==> config.mk <==
export PLATFORM = sky130hd
export DESIGN_NAME = tmr_top
export DESIGN_NICKNAME = d
export VERILOG_FILES = /design/src/hw/tmr_pkg.sv /design/src/hw/tmr_scaler.sv /design/src/hw/tmr_top.sv
export SDC_FILE = /design/constraint.sdc
export NUM_CORES = 1
export LEC_CHECK = 0
export BUFFER_PORTS_ARGS = -buffer_cell sky130_fd_sc_hd__buf_2
export CAP_MARGIN = 20
export CORE_MARGIN = 4
export CORE_UTILIZATION = 57
export CTS_CLUSTER_SIZE = 20
export DETAILED_ROUTE_END_ITERATION = 8
export PLACE_DENSITY = 0.95
export SLEW_MARGIN = 0
export SYNTH_ARGS = -nofsm -noshare
export SYNTH_HDL_FRONTEND = slang
export SYNTH_HIERARCHICAL = 1
export SYNTH_SLANG_ARGS = --single-unit
==> constraint.sdc <==
create_clock -name clock -period 4.5 [get_ports clock]
set_clock_uncertainty 0.05 [all_clocks]
set_input_delay 0.225 -clock clock [delete_from_list [all_inputs] [get_ports clock]]
set_output_delay 0.225 -clock clock [all_outputs]
set_load 0.02 [all_outputs]
==> src/hw/tmr_pkg.sv <==
// Package for the 8-bit timer with shared scaler block.
// Assumes a 100 MHz system clock and AXI4-Lite register access.
package tmr_pkg;
  // Printed offsets (not all multiples of four): register indexes
  localparam logic [7:0] IDX_TIMER_COUNT = 8'h01;
  localparam logic [7:0] IDX_IRQ_CONTROL = 8'h0B;
  localparam logic [7:0] IDX_OPTION = 8'h81;
  localparam logic [7:0] IDX_PORT_A_DIR = 8'h85;
  // Own register: dog clear strobe and watchdog counter view
  localparam logic [7:0] IDX_DOG_CTRL = 8'h90;
  localparam int ADDR_W = 12;
  localparam int IDX_LSB = 2;

  // Option register fields
  localparam int OPT_RATIO_LSB = 0;
  localparam int OPT_ASSIGN = 3;
  localparam int OPT_EDGE = 4;
  localparam int OPT_SOURCE = 5;
  // Interrupt control fields
  localparam int IRQ_OVF = 2;
  // Dog control fields
  localparam int DOG_CLEAR = 0;

  // Reset values
  localparam logic [7:0] OPTION_RST = 8'hFF;
  localparam logic [7:0] IRQ_RST = 8'h00;
  localparam logic [4:0] PORT_A_RST = 5'h1F;
  localparam logic [7:0] TIMER_RST = 8'h00;

  // Phase clock: four system clocks per instruction cycle
  localparam logic [1:0] PHASE_Q2 = 2'h1;
  localparam logic [1:0] PHASE_Q4 = 2'h3;
  // Inhibit after a timer write, in instruction cycles
  localparam logic [1:0] WRITE_INHIBIT = 2'h2;

  // AXI responses
  localparam logic [1:0] RESP_OKAY = 2'h0;
  localparam logic [1:0] RESP_SLVERR = 2'h2;

  typedef struct packed {
    logic [7:0] timer;
    logic [7:0] irq;
    logic [7:0] option;
    logic [4:0] port_a;
  } regs_t;

  typedef enum logic [0:0] {TO_TIMER, TO_DOG} owner_t;
endpackage

==> src/hw/tmr_scaler.sv <==
// Shared 8-bit scaler counter with tap selection.
// Assumes the caller gives it one count strobe per input edge.
`timescale 1ns/1ps
module tmr_scaler #(
  parameter int WIDTH = 8
) (
  // Clock and reset
  input wire logic clock,
  input wire logic nrst,
  // Control
  input wire logic step,
  input wire logic clear,
  input wire logic [2:0] ratio,
  // Divided output level
  output logic tap
);
  logic [WIDTH-1:0] count;

  initial begin
    if (WIDTH != 8) begin
      $error("tmr_scaler supports only WIDTH 8");
    end
  end

  // Counter stepped per input edge; bit k toggles at half the rate of bit k-1
  always_ff @(posedge clock) begin
    if (!nrst || clear) begin
      count <= '0;
    end else if (step) begin
      count <= count + 1'b1;
    end
  end

  // Tap bit ratio gives a symmetric divide by two to the ratio plus one
  assign tap = count[ratio];
endmodule

==> src/hw/tmr_top.sv <==
// Timer/counter with shared scaler, external count synchroniser and regs.
// Assumes an AXI4-Lite master and an asynchronous external count pin.
//
// Added by the designer: the AXI4-Lite slave port.
`timescale 1ns/1ps
module tmr_top #(
  parameter int DOG_WIDTH = 8
) (
  // System
  input wire logic clock,
  input wire logic nrst,
  // External count clock pin
  input wire logic ext_count_clock_pin,
  // AXI4-Lite write address
  input wire logic [tmr_pkg::ADDR_W-1:0] s_axi_awaddr,
  input wire logic s_axi_awvalid,
  output logic s_axi_awready,
  // AXI4-Lite write data
  input wire logic [31:0] s_axi_wdata,
  input wire logic [3:0] s_axi_wstrb,
  input wire logic s_axi_wvalid,
  output logic s_axi_wready,
  // AXI4-Lite write response
  output logic [1:0] s_axi_bresp,
  output logic s_axi_bvalid,
  input wire logic s_axi_bready,
  // AXI4-Lite read address
  input wire logic [tmr_pkg::ADDR_W-1:0] s_axi_araddr,
  input wire logic s_axi_arvalid,
  output logic s_axi_arready,
  // AXI4-Lite read data
  output logic [31:0] s_axi_rdata,
  output logic [1:0] s_axi_rresp,
  output logic s_axi_rvalid,
  input wire logic s_axi_rready,
  // Status outputs
  output logic timer_overflow_flag,
  output logic dog_tick,
  output logic [4:0] port_a_direction
);
  tmr_pkg::regs_t regs;
  tmr_pkg::owner_t owner;
  logic [1:0] phase;
  logic pin_meta, pin_sync;
  logic src_level, sample, sample_prev;
  logic [1:0] inhibit;
  logic [DOG_WIDTH-1:0] dog_count;
  logic scaler_step, scaler_clear, scaler_tap;
  logic count_edge, inc;
  logic pin_prev;
  logic timer_write, option_write, dog_clear_write, irq_write;
  logic [7:0] wdata8;
  logic aw_held, w_held;
  logic [tmr_pkg::ADDR_W-1:0] aw_addr;
  logic [31:0] w_data;
  logic [3:0] w_strb;
  logic do_write;

  initial begin
    if (DOG_WIDTH < 1 || DOG_WIDTH > 31) begin
      $error("DOG_WIDTH must be 1 to 31");
    end
  end

  // Register index from a byte address
  function automatic logic [7:0] index_of(
      input logic [tmr_pkg::ADDR_W-1:0] a);
    index_of = a[tmr_pkg::IDX_LSB +: 8];
  endfunction

  // Mapped index check
  function automatic logic mapped(input logic [7:0] i);
    mapped = (i == tmr_pkg::IDX_TIMER_COUNT) ||
             (i == tmr_pkg::IDX_IRQ_CONTROL) ||
             (i == tmr_pkg::IDX_OPTION) ||
             (i == tmr_pkg::IDX_PORT_A_DIR) ||
             (i == tmr_pkg::IDX_DOG_CTRL);
  endfunction

  // Write address and data are taken separately, in either order
  always_ff @(posedge clock) begin
    if (!nrst) begin
      aw_held <= 1'b0;
      w_held <= 1'b0;
      aw_addr <= '0;
      w_data <= '0;
      w_strb <= '0;
    end else begin
      if (s_axi_awvalid && s_axi_awready) begin
        aw_held <= 1'b1;
        aw_addr <= s_axi_awaddr;
      end else if (do_write) begin
        aw_held <= 1'b0;
      end
      if (s_axi_wvalid && s_axi_wready) begin
        w_held <= 1'b1;
        w_data <= s_axi_wdata;
        w_strb <= s_axi_wstrb;
      end else if (do_write) begin
        w_held <= 1'b0;
      end
    end
  end

  // Ready flags, registered; low while a channel is held or a reply waits
  always_ff @(posedge clock) begin
    if (!nrst) begin
      s_axi_awready <= 1'b0;
      s_axi_wready <= 1'b0;
    end else begin
      s_axi_awready <= !aw_held && !(s_axi_awvalid && s_axi_awready) &&
                       !s_axi_bvalid;
      s_axi_wready <= !w_held && !(s_axi_wvalid && s_axi_wready) &&
                      !s_axi_bvalid;
    end
  end

  assign do_write = aw_held && w_held && !s_axi_bvalid;
  assign wdata8 = w_data[7:0];
  assign timer_write = do_write && w_strb[0] &&
                       index_of(aw_addr) == tmr_pkg::IDX_TIMER_COUNT;
  assign option_write = do_write && w_strb[0] &&
                        index_of(aw_addr) == tmr_pkg::IDX_OPTION;
  assign irq_write = do_write && w_strb[0] &&
                     index_of(aw_addr) == tmr_pkg::IDX_IRQ_CONTROL;
  assign dog_clear_write = do_write && w_strb[0] &&
                           index_of(aw_addr) == tmr_pkg::IDX_DOG_CTRL &&
                           wdata8[tmr_pkg::DOG_CLEAR];

  // Write response one cycle after both halves are held
  always_ff @(posedge clock) begin
    if (!nrst) begin
      s_axi_bvalid <= 1'b0;
      s_axi_bresp <= tmr_pkg::RESP_OKAY;
    end else if (do_write) begin
      s_axi_bvalid <= 1'b1;
      s_axi_bresp <= mapped(index_of(aw_addr)) ? tmr_pkg::RESP_OKAY :
                     tmr_pkg::RESP_SLVERR;
    end else if (s_axi_bready) begin
      s_axi_bvalid <= 1'b0;
    end
  end

  // Read channel: address taken, data one cycle later
  always_ff @(posedge clock) begin
    if (!nrst) begin
      s_axi_arready <= 1'b0;
      s_axi_rvalid <= 1'b0;
      s_axi_rdata <= '0;
      s_axi_rresp <= tmr_pkg::RESP_OKAY;
    end else if (s_axi_arvalid && s_axi_arready) begin
      s_axi_arready <= 1'b0;
      s_axi_rvalid <= 1'b1;
      s_axi_rresp <= mapped(index_of(s_axi_araddr)) ? tmr_pkg::RESP_OKAY :
                     tmr_pkg::RESP_SLVERR;
      // No path reads the scaler count
      case (index_of(s_axi_araddr))
        tmr_pkg::IDX_TIMER_COUNT: s_axi_rdata <= {24'h000000, regs.timer};
        tmr_pkg::IDX_IRQ_CONTROL: s_axi_rdata <= {24'h000000, regs.irq};
        tmr_pkg::IDX_OPTION: s_axi_rdata <= {24'h000000, regs.option};
        tmr_pkg::IDX_PORT_A_DIR: s_axi_rdata <= {27'h0000000, regs.port_a};
        tmr_pkg::IDX_DOG_CTRL:
          s_axi_rdata <= {{(32 - DOG_WIDTH){1'b0}}, dog_count};
        default: s_axi_rdata <= 32'h00000000;
      endcase
    end else if (s_axi_rvalid) begin
      if (s_axi_rready) begin
        s_axi_rvalid <= 1'b0;
        s_axi_arready <= 1'b1;
      end
    end else begin
      s_axi_arready <= 1'b1;
    end
  end

  // Option and direction registers; new assignment acts at once
  always_ff @(posedge clock) begin
    if (!nrst) begin
      regs.option <= tmr_pkg::OPTION_RST;
      regs.port_a <= tmr_pkg::PORT_A_RST;
    end else begin
      if (option_write) begin
        regs.option <= wdata8;
      end
      if (do_write && w_strb[0] &&
          index_of(aw_addr) == tmr_pkg::IDX_PORT_A_DIR) begin
        regs.port_a <= w_data[4:0];
      end
    end
  end

  // Owner from the assign bit: zero timer, one watchdog
  assign owner = regs.option[tmr_pkg::OPT_ASSIGN] ? tmr_pkg::TO_DOG :
                 tmr_pkg::TO_TIMER;

  // Phase counter giving Q1..Q4 within each instruction cycle
  always_ff @(posedge clock) begin
    if (!nrst) begin
      phase <= 2'h0;
    end else begin
      phase <= phase + 2'h1;
    end
  end

  // Pin through two flip-flops before any logic
  always_ff @(posedge clock) begin
    if (!nrst) begin
      pin_meta <= 1'b0;
      pin_sync <= 1'b0;
      pin_prev <= 1'b0;
    end else begin
      pin_meta <= ext_count_clock_pin;
      pin_sync <= pin_meta;
      pin_prev <= pin_sync;
    end
  end

  // Selected pin edge, inverted by the edge select bit
  assign count_edge = regs.option[tmr_pkg::OPT_EDGE] ?
                      (pin_prev && !pin_sync) : (!pin_prev && pin_sync);

  // Scaler steps on pin edges or each Q4 for the timer, by the source bit, or once per dog rollover
  always_comb begin
    if (owner == tmr_pkg::TO_TIMER) begin
      scaler_step = regs.option[tmr_pkg::OPT_SOURCE] ? count_edge :
                    (phase == tmr_pkg::PHASE_Q4);
    end else begin
      scaler_step = dog_count == '1 && phase == tmr_pkg::PHASE_Q4;
    end
  end

  // Clear by timer write or dog clear, per owner
  assign scaler_clear = (owner == tmr_pkg::TO_TIMER) ? timer_write :
                        dog_clear_write;

  // Shared divider; tap n divides by two to n plus one
  tmr_scaler #(
    .WIDTH(8)
  ) u_scaler (
    .clock(clock),
    .nrst(nrst),
    .step(scaler_step),
    .clear(scaler_clear),
    .ratio(regs.option[tmr_pkg::OPT_RATIO_LSB +: 3]),
    .tap(scaler_tap)
  );

  // Source level: scaler tap when the timer owns it, else edge-selected pin or phase[1] by the source bit
  always_comb begin
    if (owner == tmr_pkg::TO_TIMER) begin
      src_level = scaler_tap;
    end else if (regs.option[tmr_pkg::OPT_SOURCE]) begin
      src_level = regs.option[tmr_pkg::OPT_EDGE] ? !pin_sync : pin_sync;
    end else begin
      src_level = phase[1];
    end
  end

  // Sample at Q2 and Q4; reset high so no false rise follows reset
  always_ff @(posedge clock) begin
    if (!nrst) begin
      sample <= 1'b1;
      sample_prev <= 1'b1;
    end else if (phase == tmr_pkg::PHASE_Q2 ||
                 phase == tmr_pkg::PHASE_Q4) begin
      sample_prev <= sample;
      sample <= src_level;
    end
  end

  // Rise between two successive samples; a rise needs two samples, so at
  // most one increment per instruction cycle
  assign inc = (phase == tmr_pkg::PHASE_Q2 || phase == tmr_pkg::PHASE_Q4) &&
               sample && !sample_prev && inhibit == 2'h0;

  // Write inhibits counting for two instruction cycles
  always_ff @(posedge clock) begin
    if (!nrst) begin
      inhibit <= 2'h0;
    end else if (timer_write) begin
      inhibit <= tmr_pkg::WRITE_INHIBIT;
    end else if (phase == tmr_pkg::PHASE_Q4 && inhibit != 2'h0) begin
      inhibit <= inhibit - 2'h1;
    end
  end

  // Timer count; write wins over increment
  always_ff @(posedge clock) begin
    if (!nrst) begin
      regs.timer <= tmr_pkg::TIMER_RST;
    end else if (timer_write) begin
      regs.timer <= wdata8;
    end else if (inc) begin
      regs.timer <= regs.timer + 8'h01;
    end
  end

  // Interrupt control; overflow set beats software clear
  always_ff @(posedge clock) begin
    if (!nrst) begin
      regs.irq <= tmr_pkg::IRQ_RST;
    end else begin
      if (irq_write) begin
        regs.irq <= wdata8;
      end
      if (inc && regs.timer == 8'hFF && !timer_write) begin
        regs.irq[tmr_pkg::IRQ_OVF] <= 1'b1;
      end
    end
  end

  // Watchdog base count, cleared by the dog clear strobe
  always_ff @(posedge clock) begin
    if (!nrst || dog_clear_write) begin
      dog_count <= '0;
    end else if (phase == tmr_pkg::PHASE_Q4) begin
      dog_count <= dog_count + 1'b1;
    end
  end

  // Dog output: scaler tap when owned, top bit of the base count otherwise
  always_ff @(posedge clock) begin
    if (!nrst) begin
      dog_tick <= 1'b0;
    end else if (owner == tmr_pkg::TO_DOG) begin
      dog_tick <= scaler_tap;
    end else begin
      dog_tick <= dog_count[DOG_WIDTH-1];
    end
  end

  // Registered status outputs
  always_ff @(posedge clock) begin
    if (!nrst) begin
      timer_overflow_flag <= 1'b0;
      port_a_direction <= tmr_pkg::PORT_A_RST;
    end else begin
      timer_overflow_flag <= regs.irq[tmr_pkg::IRQ_OVF];
      port_a_direction <= regs.port_a;
    end
  end
endmodule

==> implementation parameters <==
Parameter                              Value

STA
  Rel. slew slack    51.9%
  Final number of max-transition violations    0
  # setup viols final    0
  Post-layout minimum cycle time    2.42 ns
  Setup repair after global routing missed its margin    false
  Maximum clock frequency    0.412 GHz
  TNS Setup    0 ns
  Worst Tran Pin Value    0.722 ns
  Period utilisation layout    53.9%
  Hold violation total from the final report    0

Logic synthesis
  Synth cell types    49
  Cell area after synthesis    0.00435 mm^2
  Count of yosys warnings during synthesis    6
  Number of enable-type register cells in the synthesized netlist    0
  Synthesized netlist cell count    487
  Share of flip-flops with an asynchronous set or reset    0%
  Most instantiated flip-flop cell in the synthesis netlist    dfxtp_1
  Flop and latch count out of synthesis    95
  Register area share after synthesis    43.8%
  Average cell area after synthesis    8.93 um^2

Outcome
  Result of the run    complete, no violations

Min path
  Type of the tightest min-delay check    in -> reg
  Min-delay src    ext_count_clock_pin
  Worst Hold Path EP    pin_meta$_SDFF_PN0_
  Hold Path Stages    2

Global route
  Largest net degree at the start of global routing    45
  Number of global-route vias before repair    3408
  GRT overflow    0
  First-pass GRT wire length    15700 um
  Antenna violations before repair    0
  All-layer global routing usage    22.2%

Worst setup path
  Worst path required time    4.75 ns
  Worst R2R Setup Slack    2.08 ns
  Terminus of the critical flop-to-flop path    u_scaler/count[7]$_SDFFE_PP0P_
  Worst Path Class, Setup    reg -> reg
  Number of buffers and inverters on the critical path    0
  Critical path startpoint category    flip-flop
  Critical Path AT    2.67 ns
  Longest individual stage delay on the worst path    0.46 ns
  CP cell instances    ha_1, nand3_1, nor2_1, a41o_1, nand4_2, or3_1, a21oi_1
  Crit path max-delay cell type    ha_1
  Worst reg2reg path depth    7
  Cell family with the largest share of critical-path delay    simple AND/OR/NAND/NOR gates
  Crit path max fanout    12
  Worst reg2reg startpoint    phase[1]$_SDFF_PN0_
  Critical path capture point type    flip-flop

Finish
  Total inserted antenna cells    0
  Footprint of the flip-flops and latches    0.00190 mm^2
  Total Nets Final    606
  Share of final-layout standard cells stronger than drive strength 1    15.3%
  Multi-input gate area in the final layout    0.00223 mm^2
  Area growth from synthesis to layout    11.1%
  Fill cell total of the finished layout    577
  Final design area excluding fillers    0.00483 mm^2

Clock network
  Count of hold-fix buffers inserted at cts    0
  Number of clock sinks    95
  CTS clk-pin slew, worst paths    0.09 ns
  Insertion delay to the later sink of the worst-skew pair    0.37 ns
  Post-cts resize count    0
  Total number of H-tree levels    3
  Maximum number of buffers from clock root to sink    2
  Clock tree from TritonCTS    yes
  Buffers inserted by post-CTS timing repair    0
  CTS buffer count    9
  Clock tree root driver cell    clkbuf_8

Power and ir drop
  Leakage power total    2.01 nW
  Worst IR Drop VDD    0.198 mV
  PwrDens    359 mW/mm^2

Placed design
  Final HPWL DP    6960 um
  Cell Area, Placed    0.00457 mm^2
  Routability-driven placement congestion ratio    0.914
  Count of input and output buffers    54

Route
  Iteration-0 DRC Markers    232
  Via density per instance    5.64
  DRC violations left    0
  Total Wirelength    9660 um
  Pre-Repair DR Iteration Count    5
  Via count    3589
  Number of nets with antenna violations after routing    0
  Avg WL per Cell    15.2 um

Die
  Starting density of the core    59.3%
  Number of placed I/O pins    116
  Number of cell rows    31
  Die width    95.3 um
  Vert. Die Dim    95.3 um
  Die footprint    0.00909 mm^2
  Area of the placeable core    0.00733 mm^2

Job
  Max-cap violations    0
kinds of logic (layout without fill, tap and decap cells):
logic type | Yosys count | after routing | synth area share, %
and+or+nand+nor | 186 | 186 | 22.0
AOI/OAI and AO/OA | 86 | 86 | 11.8
other | 1 | 26 | 0.0863
adders and majority gates | 6 | 6 | 1.73
xor gates and xnor gates | 21 | 21 | 4.23
buffers and inverters | 56 | 81 | 7.14
DFF | 95 | 95 | 43.8
muxes | 36 | 36 | 9.21
area by class of cell:
cell class                 count  area share, %
tap                           99           2.56
clock buffer                  10           2.64
multi-input combinational    361           46.1
clock inverter                 6           2.75
inverter                      10          0.777
sequential                    95           39.4
timing repair buffer          55           5.75
how the worst max path moves through the flow:
stage / startpoint / end / slack [ns] / cells after the start
2_1_floorplan: phase[0]$_SDFF_PN0_ / u_scaler/count[5]$_SDFFE_PP0P_ / 2.39 / 9
3_3_place_gp: phase[1]$_SDFF_PN0_ / u_scaler/count[5]$_SDFFE_PP0P_ / 2.24 / 7
3_5_place_dp: phase[1]$_SDFF_PN0_ / u_scaler/count[7]$_SDFFE_PP0P_ / 2.14 / 7
4_1_cts: phase[1]$_SDFF_PN0_ / u_scaler/count[7]$_SDFFE_PP0P_ / 2.10 / 7
5_1_grt: phase[1]$_SDFF_PN0_ / u_scaler/count[7]$_SDFFE_PP0P_ / 1.91 / 7
6_report: phase[1]$_SDFF_PN0_ / u_scaler/count[7]$_SDFFE_PP0P_ / 2.08 / 7
power breakdown:
part,internal (W),total [W],switching (W),leakage [nW]
clock,0.000424,0.000717,0.000293,0.126
combinational,0.0000421,0.000134,0.0000922,1.12
sequential,0.000861,0.000883,0.0000222,0.771
layer usage:
layer  up-vias  global-route usage [%]  share of wire [%]
li1       1748                       -                  -
met1      1683                    27.4                 41
met4         0                    10.9                2.5
met2       137                    38.0                 49
met3        21                    3.00                7.0
met5         -                       0                  0
worst register-to-register path: stages (launching register included):
cell     delay (ns)
dfxtp_1        0.38
ha_1           0.46
nand3_1        0.13
nor2_1         0.19
a41o_1         0.40
nand4_2        0.20
or3_1          0.38
a21oi_1        0.15
cell usage after synthesis, drive strengths merged (6+ instances only):
library cell	count	area share (%)
nor2	36	3.1
buf	28	4.7
nand4	12	2.2
nand2	70	6.0
a21oi	34	3.9
o21ai	23	2.6
ha	6	1.7
nor3	10	1.4
nand3	11	1.3
mux2i	31	7.1
clkbuf	18	1.6
or3	6	0.86
nor4	8	1.6
xnor2	14	2.8
inv	10	0.86
and2	8	1.2
nand2b	10	1.4
xor2	7	1.4
dfxtp	95	44
cells in the final DEF (no fill, tap or decap), types with 2 or more instances in the layout:
cell	instances
nand4_1	9
mux4_1	2
nor3_1	9
o21ai_1	3
clkbuf_8	9
buf_2	54
a31oi_1	5
nor3b_1	2
nand3b_1	2
xnor2_1	14
ha_1	6
nand4_2	3
a311oi_1	2
and2_1	8
dfxtp_1	95
o21ai_0	20
nand2_1	70
o2bb2ai_1	5
nor4_1	6
bufinv_16	4
o211ai_1	4
conb_1	26
a222oi_1	2
mux2_2	2
mux2i_1	31
nand2b_1	10
a211oi_1	5
inv_1	10
nand3_1	11
nor2b_1	2
a21oi_1	34
a22oi_1	5
or3_1	6
nor2_1	36
xor2_1	7
state kept, by name, summed over array words and instances, names as in the netlist, 2 cells and up:
signal / flops
s_axi_rdata: 8
dog_count: 8
port_a_direction: 5
phase: 2
inhibit: 2
u_scaler/count: 8
regs: 29
w_data: 8
aw_addr: 8
metrics by stage:
| stage | hold WS [ns] | instances | worst slack [ns] | utilization, % | total power [W] |
|---|---|---|---|---|---|
| 3_3_place_gp | 0.374 | 620 | 2.24 | 62.3 | 0.00103 |
| 2_1_floorplan | 0.302 | 512 | 2.39 | - | 0.00101 |
| 3_5_place_dp | 0.376 | 620 | 2.14 | 62.3 | 0.00103 |
| 4_1_cts | 0.00379 | 636 | 2.10 | 65.9 | 0.00174 |
| 5_1_grt | 0.0146 | 636 | 1.91 | 65.9 | 0.00179 |
| 6_report | 0.00949 | 636 | 2.08 | 65.9 | 0.00173 |
(Power assumes the default switching activity.)
